==> src/hdl/sdp_pkg.sv <==
// constants shared by both ends of the divider programming link
// assumes one 25 MHz clock on each end and a three-wire word link
//
// Summary of operation
// [RL1] host resets synth: power bit off, >100ms, on
// [RL2] power bit off-on reinitialises device bias state
// [RL3] init order 7,6,4,3,2,1, >1ms, then 0
// [RL4] retune: >500us before final whole ratio word
// [RL5] ratio words start calibration, final waits earlier
// [RL6] word 000 loads ratio bits 9:3, kind bit 10
// [RL7] kind 0 fractional, kind 1 whole ratio only
// [RL8] fractional ratio legal from 24 to 119
// [RL9] whole ratio legal from 21 to 123
// [RL10] word 001 loads 11-bit denominator, bits 13:3
// [RL11] word 010 loads numerator, below denominator
// [RL12] 24-bit words, low three bits select word
// [RL13] calibration runs on words 0, 1, 2
// [RL14] host zeroes reserved bits of words 0-2
// [RL15] only complete 24-bit transfers load a word
package sdp_pkg;
   // ==========================================================
   // timing
   localparam int unsigned CLK_KHZ     = 25000;
   localparam int unsigned PWR_WAIT_MS = 100;
   localparam int unsigned PWR_WAIT_CYC = PWR_WAIT_MS * CLK_KHZ + 1;
   // 1 ms gap covers both the init and the retune minimum
   localparam int unsigned INT_WAIT_US = 1000;
   localparam int unsigned INT_WAIT_CYC = (INT_WAIT_US * CLK_KHZ + 999) / 1000 + 1;
   localparam int unsigned CAL_TIME_US = 400;
   localparam int unsigned CAL_CYC     = (CAL_TIME_US * CLK_KHZ) / 1000;
   localparam int          TMR_W       = 22;
   // ==========================================================
   // word layout
   localparam int          WORD_W    = 24;
   localparam logic [4:0]  WORD_BITS = 5'h18;
   localparam int          SEL_LSB   = 0;
   localparam int          RATIO_LSB = 3;
   localparam int          KIND_BIT  = 10;
   localparam int          FRAC_LSB  = 3;
   localparam int          PWR_BIT   = 6;
   localparam logic [2:0]  W_RATIO   = 3'h0;
   localparam logic [2:0]  W_DEN     = 3'h1;
   localparam logic [2:0]  W_NUM     = 3'h2;
   localparam logic [2:0]  W_LOMIX   = 3'h5;
   localparam logic [WORD_W-1:0] KEEP_RATIO = 24'h0007FF;
   localparam logic [WORD_W-1:0] KEEP_FRAC  = 24'h003FFF;
   // ==========================================================
   // ratio limits and reset values
   localparam logic [6:0]  FRAC_MIN  = 7'h18;
   localparam logic [6:0]  FRAC_MAX  = 7'h77;
   localparam logic [6:0]  WHOLE_MIN = 7'h15;
   localparam logic [6:0]  WHOLE_MAX = 7'h7B;
   localparam logic [6:0]  RST_RATIO = 7'h00;
   localparam logic [10:0] RST_DEN   = 11'h001;
   localparam logic [10:0] RST_NUM   = 11'h000;
   // ==========================================================
   // host register map
   localparam logic [7:0]  ADDR_DATA = 8'h00;
   localparam logic [7:0]  ADDR_STAT = 8'h04;
   localparam logic [7:0]  ADDR_DIV  = 8'h08;
   localparam logic [7:0]  RST_DIV   = 8'h04;

   typedef enum logic [1:0] {H_IDLE, H_GAP, H_SHIFT, H_LATCH} sdp_host_fsm_type;
endpackage

==> src/hdl/sdp_link_if.sv <==
// three-wire programming link between host and device
// assumes the host drives every wire; nothing is bidirectional
`timescale 1ns/10ps
interface sdp_link_if;
   logic sclk;
   logic sdata;
   logic le;
   modport host (output sclk, output sdata, output le);
   modport dev  (input sclk, input sdata, input le);
endinterface

==> src/hdl/sdp_dev.sv <==
// device end: shifts in words, holds divider words, runs calibration
// assumes link wires are synchronous to ref_clk_in and held >= 1 cycle
`timescale 1ns/10ps
module sdp_dev
   import sdp_pkg::*;
#(
   parameter int unsigned CAL_CYCLES = CAL_CYC
) (
   input  wire logic        ref_clk_in,
   input  wire logic        rstn_in,
   sdp_link_if.dev          link,
   output logic [6:0]       whole_ratio_bits_out,
   output logic             ratio_kind_select_out,
   output logic [10:0]      denominator_value_out,
   output logic [10:0]      numerator_bits_out,
   output logic             frac_mode_out,
   output logic [10:0]      eff_numerator_out,
   output logic             ratio_ok_out,
   output logic             frac_ok_out,
   output logic             synth_power_on_out,
   output logic             bias_init_out,
   output logic             cal_busy_out,
   output logic             cal_final_out,
   output logic             short_frame_out
);
   // ==========================================================
   // state
   typedef struct packed {
      logic              sclk_q;
      logic              le_q;
      logic [WORD_W-1:0] shreg;
      logic [4:0]        cnt;
      logic [6:0]        ratio;
      logic              kind;
      logic [10:0]       den;
      logic [10:0]       num;
      logic              frac_mode;
      logic [10:0]       eff_num;
      logic              ratio_ok;
      logic              frac_ok;
      logic              pwr;
      logic              bias_init;
      logic [TMR_W-1:0]  cal_cnt;
      logic              cal_busy;
      logic              cal_final;
      logic              short_frame;
   } sdp_dev_state_type;

   sdp_dev_state_type st_ff;
   sdp_dev_state_type nxt_st;

   localparam sdp_dev_state_type ST_RST = '{
      sclk_q: 1'b0, le_q: 1'b0, shreg: '0, cnt: 5'h00,
      ratio: RST_RATIO, kind: 1'b0, den: RST_DEN, num: RST_NUM,
      frac_mode: 1'b1, eff_num: RST_NUM, ratio_ok: 1'b0, frac_ok: 1'b1,
      pwr: 1'b0, bias_init: 1'b0, cal_cnt: '0, cal_busy: 1'b0,
      cal_final: 1'b0, short_frame: 1'b0};

   logic              sclk_rise;
   logic              frame_end;
   logic [2:0]        sel;
   logic              start_cal;

   // ==========================================================
   // next state
   always_comb begin
      nxt_st           = st_ff;
      nxt_st.bias_init = 1'b0;
      nxt_st.sclk_q    = link.sclk;
      nxt_st.le_q      = link.le;
      sclk_rise        = link.sclk & ~st_ff.sclk_q;
      frame_end        = link.le & ~st_ff.le_q;
      sel              = st_ff.shreg[SEL_LSB +: 3];
      start_cal        = 1'b0;

      // bits enter msb first on rising clock while latch is low
      if (sclk_rise && !link.le) begin
         nxt_st.shreg = {st_ff.shreg[WORD_W-2:0], link.sdata}; // RL12
         if (st_ff.cnt != 5'h1F) begin
            nxt_st.cnt = st_ff.cnt + 5'h01;
         end
      end

      if (frame_end) begin
         nxt_st.cnt = 5'h00;
         // a short or long frame is dropped so a glitch cannot retune
         if (st_ff.cnt == WORD_BITS) begin // RL15
            nxt_st.short_frame = 1'b0;
            case (sel) // RL12
               W_RATIO: begin
                  nxt_st.ratio = st_ff.shreg[RATIO_LSB +: 7]; // RL6
                  nxt_st.kind  = st_ff.shreg[KIND_BIT]; // RL6
                  start_cal    = 1'b1;
               end
               W_DEN: begin
                  nxt_st.den = st_ff.shreg[FRAC_LSB +: 11]; // RL10
                  start_cal  = 1'b1;
               end
               W_NUM: begin
                  nxt_st.num = st_ff.shreg[FRAC_LSB +: 11]; // RL11
                  start_cal  = 1'b1;
               end
               W_LOMIX: begin
                  nxt_st.pwr = st_ff.shreg[PWR_BIT];
                  // off-on edge restarts bias setup from a clean state
                  if (st_ff.shreg[PWR_BIT] && !st_ff.pwr) begin
                     nxt_st.bias_init = 1'b1; // RL2
                  end
               end
               default: begin
               end
            endcase
         end else begin
            nxt_st.short_frame = 1'b1; // RL15
         end
      end

      // calibration: any ratio word restarts it while synth power is on; word 0 marks the final pass
      if (start_cal && nxt_st.pwr) begin
         nxt_st.cal_cnt   = CAL_CYCLES[TMR_W-1:0]; // RL5 RL13
         nxt_st.cal_final = (sel == W_RATIO); // RL5
      end else if (!nxt_st.pwr || nxt_st.bias_init) begin
         nxt_st.cal_cnt   = '0; // RL2
         nxt_st.cal_final = 1'b0;
      end else if (st_ff.cal_cnt != '0) begin
         nxt_st.cal_cnt = st_ff.cal_cnt - 1'b1;
      end
      nxt_st.cal_busy = (nxt_st.cal_cnt != '0);

      // divider view of the held words
      nxt_st.frac_mode = ~nxt_st.kind; // RL7
      nxt_st.eff_num   = nxt_st.kind ? 11'h000 : nxt_st.num; // RL7
      if (nxt_st.kind) begin
         nxt_st.ratio_ok = (nxt_st.ratio >= WHOLE_MIN) && (nxt_st.ratio <= WHOLE_MAX); // RL9
         nxt_st.frac_ok  = 1'b1; // RL7
      end else begin
         nxt_st.ratio_ok = (nxt_st.ratio >= FRAC_MIN) && (nxt_st.ratio <= FRAC_MAX); // RL8
         nxt_st.frac_ok  = (nxt_st.den != 11'h000) && (nxt_st.num < nxt_st.den); // RL8 RL11
      end
   end

   // ==========================================================
   // registers
   always_ff @(posedge ref_clk_in or negedge rstn_in) begin
      if (!rstn_in) begin
         st_ff <= ST_RST;
      end else begin
         st_ff <= nxt_st;
      end
   end

   // ==========================================================
   // outputs
   assign whole_ratio_bits_out  = st_ff.ratio;
   assign ratio_kind_select_out = st_ff.kind;
   assign denominator_value_out = st_ff.den;
   assign numerator_bits_out    = st_ff.num;
   assign frac_mode_out         = st_ff.frac_mode;
   assign eff_numerator_out     = st_ff.eff_num;
   assign ratio_ok_out          = st_ff.ratio_ok;
   assign frac_ok_out           = st_ff.frac_ok;
   assign synth_power_on_out    = st_ff.pwr;
   assign bias_init_out         = st_ff.bias_init;
   assign cal_busy_out          = st_ff.cal_busy;
   assign cal_final_out         = st_ff.cal_final;
   assign short_frame_out       = st_ff.short_frame;
endmodule

==> src/flat_wrapper.sv <==
// flat-port wrapper written by rule: the top's interface ports become plain ports
module sdp_dev_flat import sdp_pkg::*;
#(
   parameter int unsigned CAL_CYCLES = CAL_CYC
)
  (ref_clk_in, rstn_in, whole_ratio_bits_out, ratio_kind_select_out, denominator_value_out, numerator_bits_out, frac_mode_out, eff_numerator_out, ratio_ok_out, frac_ok_out, synth_power_on_out, bias_init_out, cal_busy_out, cal_final_out, short_frame_out, link_sclk, link_sdata, link_le);
  sdp_link_if link_i ();
  input  wire logic ref_clk_in;
  input  wire logic rstn_in;
  output logic [6:0] whole_ratio_bits_out;
  output logic ratio_kind_select_out;
  output logic [10:0] denominator_value_out;
  output logic [10:0] numerator_bits_out;
  output logic frac_mode_out;
  output logic [10:0] eff_numerator_out;
  output logic ratio_ok_out;
  output logic frac_ok_out;
  output logic synth_power_on_out;
  output logic bias_init_out;
  output logic cal_busy_out;
  output logic cal_final_out;
  output logic short_frame_out;
  input wire logic [$bits(link_i.sclk)-1:0] link_sclk;
  input wire logic [$bits(link_i.sdata)-1:0] link_sdata;
  input wire logic [$bits(link_i.le)-1:0] link_le;
  assign link_i.sclk = link_sclk;
  assign link_i.sdata = link_sdata;
  assign link_i.le = link_le;
  sdp_dev #(.CAL_CYCLES(CAL_CYCLES)) u_core (.ref_clk_in(ref_clk_in), .rstn_in(rstn_in), .link(link_i), .whole_ratio_bits_out(whole_ratio_bits_out), .ratio_kind_select_out(ratio_kind_select_out), .denominator_value_out(denominator_value_out), .numerator_bits_out(numerator_bits_out), .frac_mode_out(frac_mode_out), .eff_numerator_out(eff_numerator_out), .ratio_ok_out(ratio_ok_out), .frac_ok_out(frac_ok_out), .synth_power_on_out(synth_power_on_out), .bias_init_out(bias_init_out), .cal_busy_out(cal_busy_out), .cal_final_out(cal_final_out), .short_frame_out(short_frame_out));
endmodule
==> config.mk <==
export PLATFORM = sky130hd
export DESIGN_NAME = sdp_dev_flat
export DESIGN_NICKNAME = d
export VERILOG_FILES = /design/src/hdl/sdp_pkg.sv /design/src/hdl/sdp_link_if.sv /design/src/hdl/sdp_dev.sv /design/src/flat_wrapper.sv
export SDC_FILE = /design/constraint.sdc
export NUM_CORES = 1
export LEC_CHECK = 0
export BUFFER_PORTS_ARGS = -buffer_cell sky130_fd_sc_hd__buf_2
export CAP_MARGIN = 20
export CORE_MARGIN = 2
export CORE_UTILIZATION = 59
export CTS_CLUSTER_DIAMETER = 100
export DETAILED_ROUTE_END_ITERATION = 12
export PLACE_DENSITY_LB_ADDON = 0.2
export SYNTH_ARGS = -nofsm -noshare
export SYNTH_HDL_FRONTEND = slang
export SYNTH_SLANG_ARGS = --single-unit
==> constraint.sdc <==
create_clock -name ref_clk_in -period 3.5 [get_ports ref_clk_in]
set_input_delay 0.7 -clock ref_clk_in [delete_from_list [all_inputs] [get_ports ref_clk_in]]
set_output_delay 0.7 -clock ref_clk_in [all_outputs]
set_load 0.05 [all_outputs]
==> results of run 1 <==
[worst max-delay path by stage]
stage / end / slack [ns] / cells after the start
after floorplan: u_core.frac_ok_out / 0.30 / 14
after global placement: u_core.frac_ok_out / 0.27 / 11
after detailed placement: u_core.frac_ok_out / 0.22 / 11
after CTS: u_core.frac_ok_out / 0.37 / 13
after global routing: u_core.frac_ok_out / 0.1 / 12
final: u_core.frac_ok_out / 0.34 / 13
[cells by family (layout without fill, tap and decap cells)]
group,after synthesis,count (layout),share of synthesized area
compound gates,64,64,0.0937
xor+xnor,10,10,0.0185
fa+ha+maj,14,14,0.0369
buf+inv,78,109,0.0937
flops,92,92,0.486
mux,47,47,0.107
simple gates,132,132,0.164
[per-layer routing]
layer  routed length, um  up-vias  GRT usage
met2                4170       81      0.329
met4                 192        0     0.0845
met1                4670     1606      0.357
met3                 442       17     0.0498
li1                    -     1571          -
met5                   0        -          0
[stage by stage]
stage	cell area (um^2)	worst slack [ns]
after floorplan	4740	0.301
after global placement	4910	0.274
after detailed placement	4910	0.219
after CTS	5120	0.371
after global routing	5120	0.0961
final	5120	0.344
[area by class of cell]
class,instances,area [um^2],area share
sequential,92,2310,0.450
clock inverter,7,85.1,0.0166
multi-input combinational,267,2010,0.392
tap,102,128,0.0249
clock buffer,9,124,0.0242
inverter,25,93.8,0.0183
timing repair buffer,68,380,0.0743
[power groups by stage]
stage | Sequential [mW] | Clock, mW | Combinational, mW
2_1_floorplan | 1.19 | 0 | 0.113
3_3_place_gp | 1.23 | 0 | 0.138
3_5_place_dp | 1.24 | 0 | 0.144
4_1_cts | 1.22 | 0.778 | 0.144
5_1_grt | 1.24 | 0.820 | 0.161
6_report | 1.22 | 0.754 | 0.141
[cells in the mapped netlist, types with 3 or more instances]
library cell	n
a2111oi_0	3
a211oi_1	5
a21oi_1	14
a31oi_1	3
and2_1	13
buf_4	40
clkbuf_1	11
dfrtp_1	89
dfstp_2	3
ha_1	14
inv_1	25
mux2_2	29
mux2i_1	18
nand2_1	13
nand2b_1	6
nand3b_1	3
nand4_1	6
nand4b_1	3
nor2_1	33
nor2b_1	6
nor3_1	12
nor4_1	11
o21ai_0	14
o31ai_1	3
or3_1	5
or4_1	3
xnor2_1	7
xor2_1	3
[critical path: stages, from the launching register on]
cell	delay [ns]
dfrtp_1	0.43
inv_1	0.07
ha_1	0.16
nand4b_1	0.12
nor3_1	0.22
and3b_1	0.51
mux2_2	0.41
ha_1	0.31
a21o_1	0.16
a21o_1	0.17
a21oi_1	0.16
o211ai_1	0.12
o211ai_1	0.10
a31o_2	0.17
[sequential cells by signal, indices dropped and copies added, names as in the netlist]
| register | count |
|---|---|
| u_core.numerator_bits_out | 11 |
| u_core.bias_init_out | 1 |
| u_core.ratio_kind_select_out | 1 |
| u_core.eff_numerator_out | 11 |
| u_core.short_frame_out | 1 |
| u_core.frac_mode_out | 1 |
| u_core.cal_final_out | 1 |
| u_core.frac_ok_out | 1 |
| u_core.sel | 3 |
| u_core.st_ff | 40 |
| u_core.synth_power_on_out | 1 |
| u_core.cal_busy_out | 1 |
| u_core.whole_ratio_bits_out | 7 |
| u_core.denominator_value_out | 11 |
| u_core.ratio_ok_out | 1 |
==> key figures, run 1 <==
Worst hold path
  • Hold crit path type: input pin to async pin

STA
  • Fmax: 317 MHz
  • Setup TNS: 0 ns
  • Final setup viols: 0
  • Max-slew violations: 0
  • Clk_skew: 0.0145 ns
  • WHS: 0.445 ns
  • Final min period: 3.16 ns
  • Final period util: 0.902
  • Slew @ Worst Pin: 0.911 ns
  • Unrepaired setup endpoints after global routing: false
  • Slew headroom: 0.393
  • Final hold viol count: 0

Critical path
  • Setup crit start kind: flop
  • CP Launch Point: u_core.st_ff[71]
  • CP Capture Type: flop
  • R2R Setup Slk: 0.34 ns
  • CP Class: flop to flop
  • Worst-path fanout max: 8
  • Critical path required time: 3.82 ns
  • Crit path DAT: 3.48 ns
  • Worst Reg2Reg Path Length in Cells: 13
  • Worst flop-to-flop path startpoint: u_core.st_ff[71]
  • R2r endpoint: u_core.frac_ok_out

Power and ir drop
  • Switch Pwr: 0.581 mW
  • Leak: 2.65 nW
  • Combinational share of power: 0.067
  • Internal power: 1.54 mW
  • Sw Ratio: 0.274
  • Peak supply drop: 0.313 mV
  • Pwr Total: 2.12 mW
  • PwrDens: 414 nW/um^2
  • Sequential share of power: 0.577
  • Clk pwr share: 0.356

Synth
  • Cell count after synthesis: 437
  • Register bit total from synthesis: 92
  • Post-synth top area share: 0.470
  • Syn nets: 456
  • Synth unique cells: 60
  • Area contributors post-synth: dfrtp_1 (47%), mux2_2 (6.9%), buf_4 (6.3%)
  • Netlist Area Pre-Place: 4740 um^2
  • Sequential area share after synthesis: 0.486
  • Fraction of registers with async set/reset: 1.00
  • Top cell type by total area after synthesis: dfrtp_1
  • Syn Area/Cell: 10.9 um^2
  • Post-synth EDFFs: 0
  • Ys Warns: 0
  • Main flop type after synthesis: dfrtp_1

Global route
  • Grt total ovfl: 0
  • Vias in the first global route: 3172
  • Initial antenna violation count: 0
  • Largest net degree at the start of global routing: 74
  • Total GRT Usage: 0.234
  • Global-route wire length before repair: 15800 um

Detailed routing
  • Vias per cell: 5.75
  • DRC violations left: 0
  • Initial DRC count: 134
  • Detailed Route WL: 9470 um
  • Post-route ant nets: 0
  • Total vias in the final route: 3275
  • TritonRoute pass-1 iters: 4
  • Routed len/inst: 16.6 um

Cells and area
  • N_diodes: 0
  • Final Util: 0.659
  • # fillers: 611
  • Finished Layout Cells: 570
  • Final Net Count: 482
  • Commonest non-fill, non-tap cells in the layout: dfrtp_1 (89), buf_2 (52), nor2_1 (33)
  • Layout cells sized above 1: 0.280
  • Area growth, synth to finish: 8.02%
  • Most common cell after layout, fill and taps aside: dfrtp_1

Clock network
  • Worst skew pair latency: 0.37 ns
  • CTS tree: yes
  • Clock tree sinks: 92
  • # resized after CTS: 0
  • Clk slew on worst S/H paths: 0.10 ns
  • Root Driver: clkbuf_8
  • Hold_buf cts: 0
  • Post-CTS Repair Setup Buffers: 0
  • Num CTS Buffers: 9
  • # H-tree levels: 3
  • Clk buf depth: 2

Die
  • Die height: 93.7 um
  • Die Wd: 93.7 um
  • Area of the die: 8770 um^2
  • Standard-cell rows: 32
  • Area of the core: 7770 um^2
  • Initial Util: 0.611
  • I/O pin count: 54

Run
  • Max-cap viol count: 0

Placed design
  • Placed Cells: 554
  • Detail Placement HPWL: 6910 um
  • PortBufs: 53
  • Final GP Congestion: 0.915

Status
  • Outcome: finished clean
No activity file was read; power rests on OpenSTA's default activity.
==> run 2, diff against run 1 <==
--- a/config.mk
+++ b/config.mk
@@ -11,6 +11,7 @@
 export CORE_UTILIZATION = 59
 export CTS_CLUSTER_DIAMETER = 100
 export DETAILED_ROUTE_END_ITERATION = 12
+export MAX_ROUTING_LAYER = met4
 export PLACE_DENSITY_LB_ADDON = 0.2
 export SYNTH_ARGS = -nofsm -noshare
 export SYNTH_HDL_FRONTEND = slang
==> run 2 against run 1 <==
  * Core utilization up 0.064 points
  * Sequential share of layout area about the same
  * Via count down 0.21%
  * Die area unchanged
  * Worst setup slack better by 0.038 ns
  * Count of clock-buffer cells in the layout unchanged
  * Final area about the same
  * Wire length up 2.8%
==> key figures, run 2 (synthesis gave the netlist of run 1 again) <==
Global route
  • Total GRT Usage: 0.253
  • Global-route wire length before repair: 16600 um
  • Largest net degree at the start of global routing: 55
  • Vias in the first global route: 3263
  • Initial antenna violation count: 0
  • Grt total ovfl: 0

Detailed routing
  • Post-route ant nets: 0
  • DRC violations left: 0
  • TritonRoute pass-1 iters: 4
  • Total vias in the final route: 3268
  • Detailed Route WL: 9740 um
  • Initial DRC count: 183
  • Routed len/inst: 17.1 um
  • Vias per cell: 5.74

Clock network
  • Num CTS Buffers: 9
  • Clk buf depth: 2
  • Worst skew pair latency: 0.36 ns
  • Clock tree sinks: 92
  • Clk slew on worst S/H paths: 0.10 ns
  • # resized after CTS: 0
  • # H-tree levels: 3
  • Root Driver: clkbuf_8
  • Hold_buf cts: 0
  • Post-CTS Repair Setup Buffers: 0
  • CTS tree: yes

Die
  • Die Wd: 93.7 um
  • Area of the die: 8770 um^2
  • I/O pin count: 54
  • Die height: 93.7 um
  • Standard-cell rows: 32
  • Area of the core: 7770 um^2
  • Initial Util: 0.611

Power and ir drop
  • PwrDens: 422 nW/um^2
  • Leak: 2.65 nW
  • Peak supply drop: 0.270 mV

Cells and area
  • Biggest register: u_core.st_ff
  • Register Area: 2310 um^2
  • Commonest non-fill, non-tap cells in the layout: dfrtp_1 (89), buf_2 (52), nor2_1 (33)
  • Most common cell after layout, fill and taps aside: dfrtp_1
  • Layout cells sized above 1: 0.281
  • Area growth, synth to finish: 8.13%
  • Final Util: 0.660
  • Max FFs per register: 40
  • Area occupied by multi-input gates: 2010 um^2
  • # fillers: 634
  • Final Net Count: 481
  • N_diodes: 0

STA
  • Final hold viol count: 0
  • Unrepaired setup endpoints after global routing: false
  • Final period util: 0.891
  • Slew @ Worst Pin: 0.694 ns
  • Final setup viols: 0
  • Fmax: 321 MHz
  • Clk_skew: 0.0105 ns
  • Setup TNS: 0 ns
  • Final min period: 3.12 ns
  • Slew headroom: 0.533
  • Max-slew violations: 0

Critical path
  • Largest stage delay, worst path: 0.67 ns
  • CP Capture Type: flop
  • Setup crit start kind: flop
  • CP cell instances: nor4_1 -> and4_1 -> a211oi_1 -> xor2_1 -> a2111o_1 -> nor4_2 -> nand4_1
  • CP Class: flop to flop
  • Critical path required time: 3.72 ns
  • Worst path bufs/invs: 0
  • CP delay by family, top: simple AND/OR/NAND/NOR gates
  • Worst-path fanout max: 13
  • Crit path max-delay cell type: and4_1
  • Crit path DAT: 3.34 ns

Run
  • Max-cap viol count: 0

Placed design
  • PortBufs: 53
  • Detail Placement HPWL: 7190 um
  • Final GP Congestion: 0.912

Worst hold path
  • Hold crit path type: input pin to async pin

Status
  • Outcome: finished clean
-- run 2: cell types whose count changed in the layout (fill, tap and decap cells not counted) --
cell,change
bufinv_16,+1
clkinv_2,+2
clkinv_4,-1
inv_8,-1
inv_6,-1
and3b_2,+1
buf_4,-1
and3b_1,-1
-- run 2: worst paths after layout --
| check | slack [ns] | endpoint | cells after the start | from |
|---|---|---|---|---|
| hold reg to reg | 0.52 | u_core.cal_final_out | 2 | u_core.cal_final_out |
| hold / removal | 0.36 | u_core.st_ff[20] | 1 | rstn_in |
| min in group ref_clk_in | 0.46 | u_core.st_ff[101] | 1 | link_sclk |
| setup / recovery | 0.38 | u_core.cal_busy_out | 7 | u_core.st_ff[15] |
| setup reg to reg | 0.38 | u_core.cal_busy_out | 7 | u_core.st_ff[15] |
| max in group asynchronous | 2.35 | u_core.frac_mode_out | 2 | rstn_in |
-- run 2: per-stage QoR --
stage                     std cells  cell area, um^2  power [mW]  hold WS, ns  worst slack, ns
final                           569             5130        2.16        0.362            0.381
after global placement          553             4910        1.37        0.482            0.259
after global routing            569             5130        2.25        0.414            0.129
after detailed placement        553             4910        1.39        0.499            0.251
after floorplan                 437             4740        1.30        0.404            0.301
after CTS                       569             5130        2.18        0.382            0.362
-- run 2: per-layer routing --
metal,up-vias,share of wire,track usage
met5,-,0,-
met4,0,0.011,0.0882
met3,11,0.063,0.0425
met2,100,0.45,0.356
met1,1598,0.48,0.374
li1,1559,-,-
-- run 2: power by group --
part | switching, mW | leakage (nW) | internal (mW)
registers | 0.109 | 1.25 | 1.11
clock network | 0.389 | 0.114 | 0.408
logic | 0.0668 | 1.28 | 0.0776
total | 0.565 | 2.65 | 1.60
-- run 2: layout make-up --
type | instances | share of cell area
Clock buffer | 9 | 0.0242
Multi-Input combinational cell | 267 | 0.391
Clock inverter | 7 | 0.0188
Sequential cell | 92 | 0.450
Tap cell | 102 | 0.0249
Timing Repair Buffer | 67 | 0.0727
Inverter | 25 | 0.0183
==> run 3, diff against run 2 <==
--- a/config.mk
+++ b/config.mk
@@ -5,7 +5,7 @@
 export SDC_FILE = /design/constraint.sdc
 export NUM_CORES = 1
 export LEC_CHECK = 0
-export BUFFER_PORTS_ARGS = -buffer_cell sky130_fd_sc_hd__buf_2
+export BUFFER_PORTS_ARGS = -buffer_cell sky130_fd_sc_hd__clkbuf_2
 export CAP_MARGIN = 20
 export CORE_MARGIN = 2
 export CORE_UTILIZATION = 59
==> run 3 against run 2 <==
  * Fmax shrank 0.85%
  * Clock skew fell by 0.00067 ns
  * Clock power fell by 18%
  * Flip-flop and latch count unchanged
  * Via count up 1.4%
  * Die area did not move
  * Global-route usage down 0.74 points
  * Critical endpoint is now u_core.frac_ok_out
==> key figures, run 3 (synthesis gave the netlist of run 1 again) <==
Status
  • Outcome: finished clean

Clock network
  • Clock tree sinks: 92
  • Clk slew on worst S/H paths: 0.09 ns
  • # resized after CTS: 0
  • Worst skew pair latency: 0.36 ns
  • Post-CTS Repair Setup Buffers: 0
  • # H-tree levels: 3
  • Num CTS Buffers: 9
  • Hold_buf cts: 0
  • Root Driver: clkbuf_8
  • Clk buf depth: 2
  • CTS tree: yes

Cells and area
  • Final Net Count: 482
  • Layout cells sized above 1: 0.278
  • N_diodes: 0
  • Biggest register: u_core.st_ff
  • Max FFs per register: 40
  • Area growth, synth to finish: 7.28%
  • Most common cell after layout, fill and taps aside: dfrtp_1
  • Commonest non-fill, non-tap cells in the layout: dfrtp_1 (89), clkbuf_2 (52), nor2_1 (33)
  • Fin area: 5090 um^2

Critical path
  • Crit path DAT: 3.44 ns
  • Crit path max-delay cell type: and3b_1
  • CP Class: flop to flop
  • Worst path depth: 12
  • Worst Reg2Reg Path Length in Cells: 12
  • Largest stage delay, worst path: 0.45 ns
  • Worst-path fanout max: 8
  • CP Capture Type: flop
  • CP cell instances: inv_1 -> ha_1 -> nand4b_1 -> nor3_1 -> and3b_1 -> buf_4 -> mux2_2 -> ha_1 -> nand2_1 -> nor4_1 -> o31ai_1 -> a31o_2
  • Worst path bufs/invs: 2
  • Setup crit start kind: flop
  • Critical path required time: 3.80 ns
  • CP dominant cell by count: ha_1
  • CP delay by family, top: simple AND/OR/NAND/NOR gates

STA
  • Max-slew violations: 0
  • Final setup viols: 0
  • Final period util: 0.899
  • Clk_skew: 0.00986 ns
  • Setup TNS: 0 ns
  • Slew @ Worst Pin: 0.682 ns
  • Unrepaired setup endpoints after global routing: false
  • Final min period: 3.15 ns
  • Final hold viol count: 0
  • Fmax: 318 MHz
  • Slew headroom: 0.541

Detailed routing
  • TritonRoute pass-1 iters: 5
  • Met1 Routed Length: 4750 um
  • Detailed Route WL: 9800 um
  • Met2 wire len: 4410 um
  • Vias per cell: 5.81
  • Initial DRC count: 208
  • Max Used Layer: met4
  • Total vias in the final route: 3314
  • DRC violations left: 0
  • Routed len/inst: 17.2 um
  • Post-route ant nets: 0
  • Wire length on met3: 542 um

Power and ir drop
  • Internal power: 1.46 mW
  • Combinational share of power: 0.071
  • Switch Pwr: 0.561 mW
  • Sw Ratio: 0.278
  • Clk pwr share: 0.324
  • Sequential share of power: 0.606
  • PwrDens: 396 nW/um^2
  • Leak: 2.59 nW
  • Peak supply drop: 0.295 mV

Die
  • Die height: 93.7 um
  • Area of the die: 8770 um^2
  • Area of the core: 7770 um^2
  • Die Wd: 93.7 um
  • Initial Util: 0.611
  • Standard-cell rows: 32
  • I/O pin count: 54

Global route
  • Grt total ovfl: 0
  • Initial antenna violation count: 0
  • Global-route wire length before repair: 16200 um
  • Largest net degree at the start of global routing: 35
  • Vias in the first global route: 3262
  • Total GRT Usage: 0.245

Run
  • Max-cap viol count: 0

Placed design
  • Final GP Congestion: 0.931
  • Post-DP Area: 4910 um^2
  • Detail Placement HPWL: 7320 um
  • PortBufs: 53

Worst hold path
  • Hold crit path type: input pin to async pin
[run 3: worst paths after layout]
check	from	endpoint	slack, ns
worst max-delay path	u_core.st_ff[71]	u_core.frac_ok_out	0.35
max in group asynchronous	rstn_in	u_core.frac_ok_out	2.43
worst min register to register	u_core.short_frame_out	u_core.short_frame_out	0.52
min in group ref_clk_in	link_sclk	u_core.st_ff[101]	0.46
worst min-delay path	rstn_in	u_core.st_ff[19]	0.28
worst max register to register	u_core.st_ff[71]	u_core.frac_ok_out	0.35
[run 3: power groups by stage]
stage / clock network (mW) / logic (mW) / registers, mW
finish: 0.653 / 0.142 / 1.22
detailed placement: 0 / 0.145 / 1.24
global route: 0.710 / 0.159 / 1.23
floorplan: 0 / 0.113 / 1.19
global placement: 0 / 0.138 / 1.24
CTS: 0.668 / 0.146 / 1.22
[run 3: metal layers]
layer  track usage  vias up
met1         0.357     1637
li1              -     1563
met4        0.0906        0
met2         0.357      105
met5             -        -
met3        0.0305        9
[run 3: worst register-to-register path: stages (launching register included)]
cell and delay [ns]:
dfrtp_1 0.43, inv_1 0.08, ha_1 0.17, nand4b_1 0.13, nor3_1 0.22, and3b_1 0.45
buf_4 0.22, mux2_2 0.36, ha_1 0.31, nand2_1 0.08, nor4_1 0.30, o31ai_1 0.12
a31o_2 0.24
[run 3: area by class of cell]
class                   instances  area (um^2)
clock buffers                  10          128
flip-flops and latches         92         2310
inverters                      25         93.8
well taps                     102          128
multi-input cells             267         2010
repair buffers                 68          380
clock inverters                 6         46.3
fillers                       643         2680
[run 3: per-stage QoR]
| step | power [mW] | cells | utilization | worst slack, ns | hold slack, ns |
|---|---|---|---|---|---|
| 4_1_cts | 2.03 | 570 | 0.655 | 0.337 | 0.295 |
| 3_5_place_dp | 1.38 | 554 | 0.633 | 0.223 | 0.497 |
| 6_report | 2.02 | 570 | 0.655 | 0.355 | 0.280 |
| 5_1_grt | 2.10 | 570 | 0.655 | 0.148 | 0.314 |
| 3_3_place_gp | 1.37 | 554 | 0.633 | 0.277 | 0.487 |
| 2_1_floorplan | 1.30 | 437 | - | 0.301 | 0.404 |
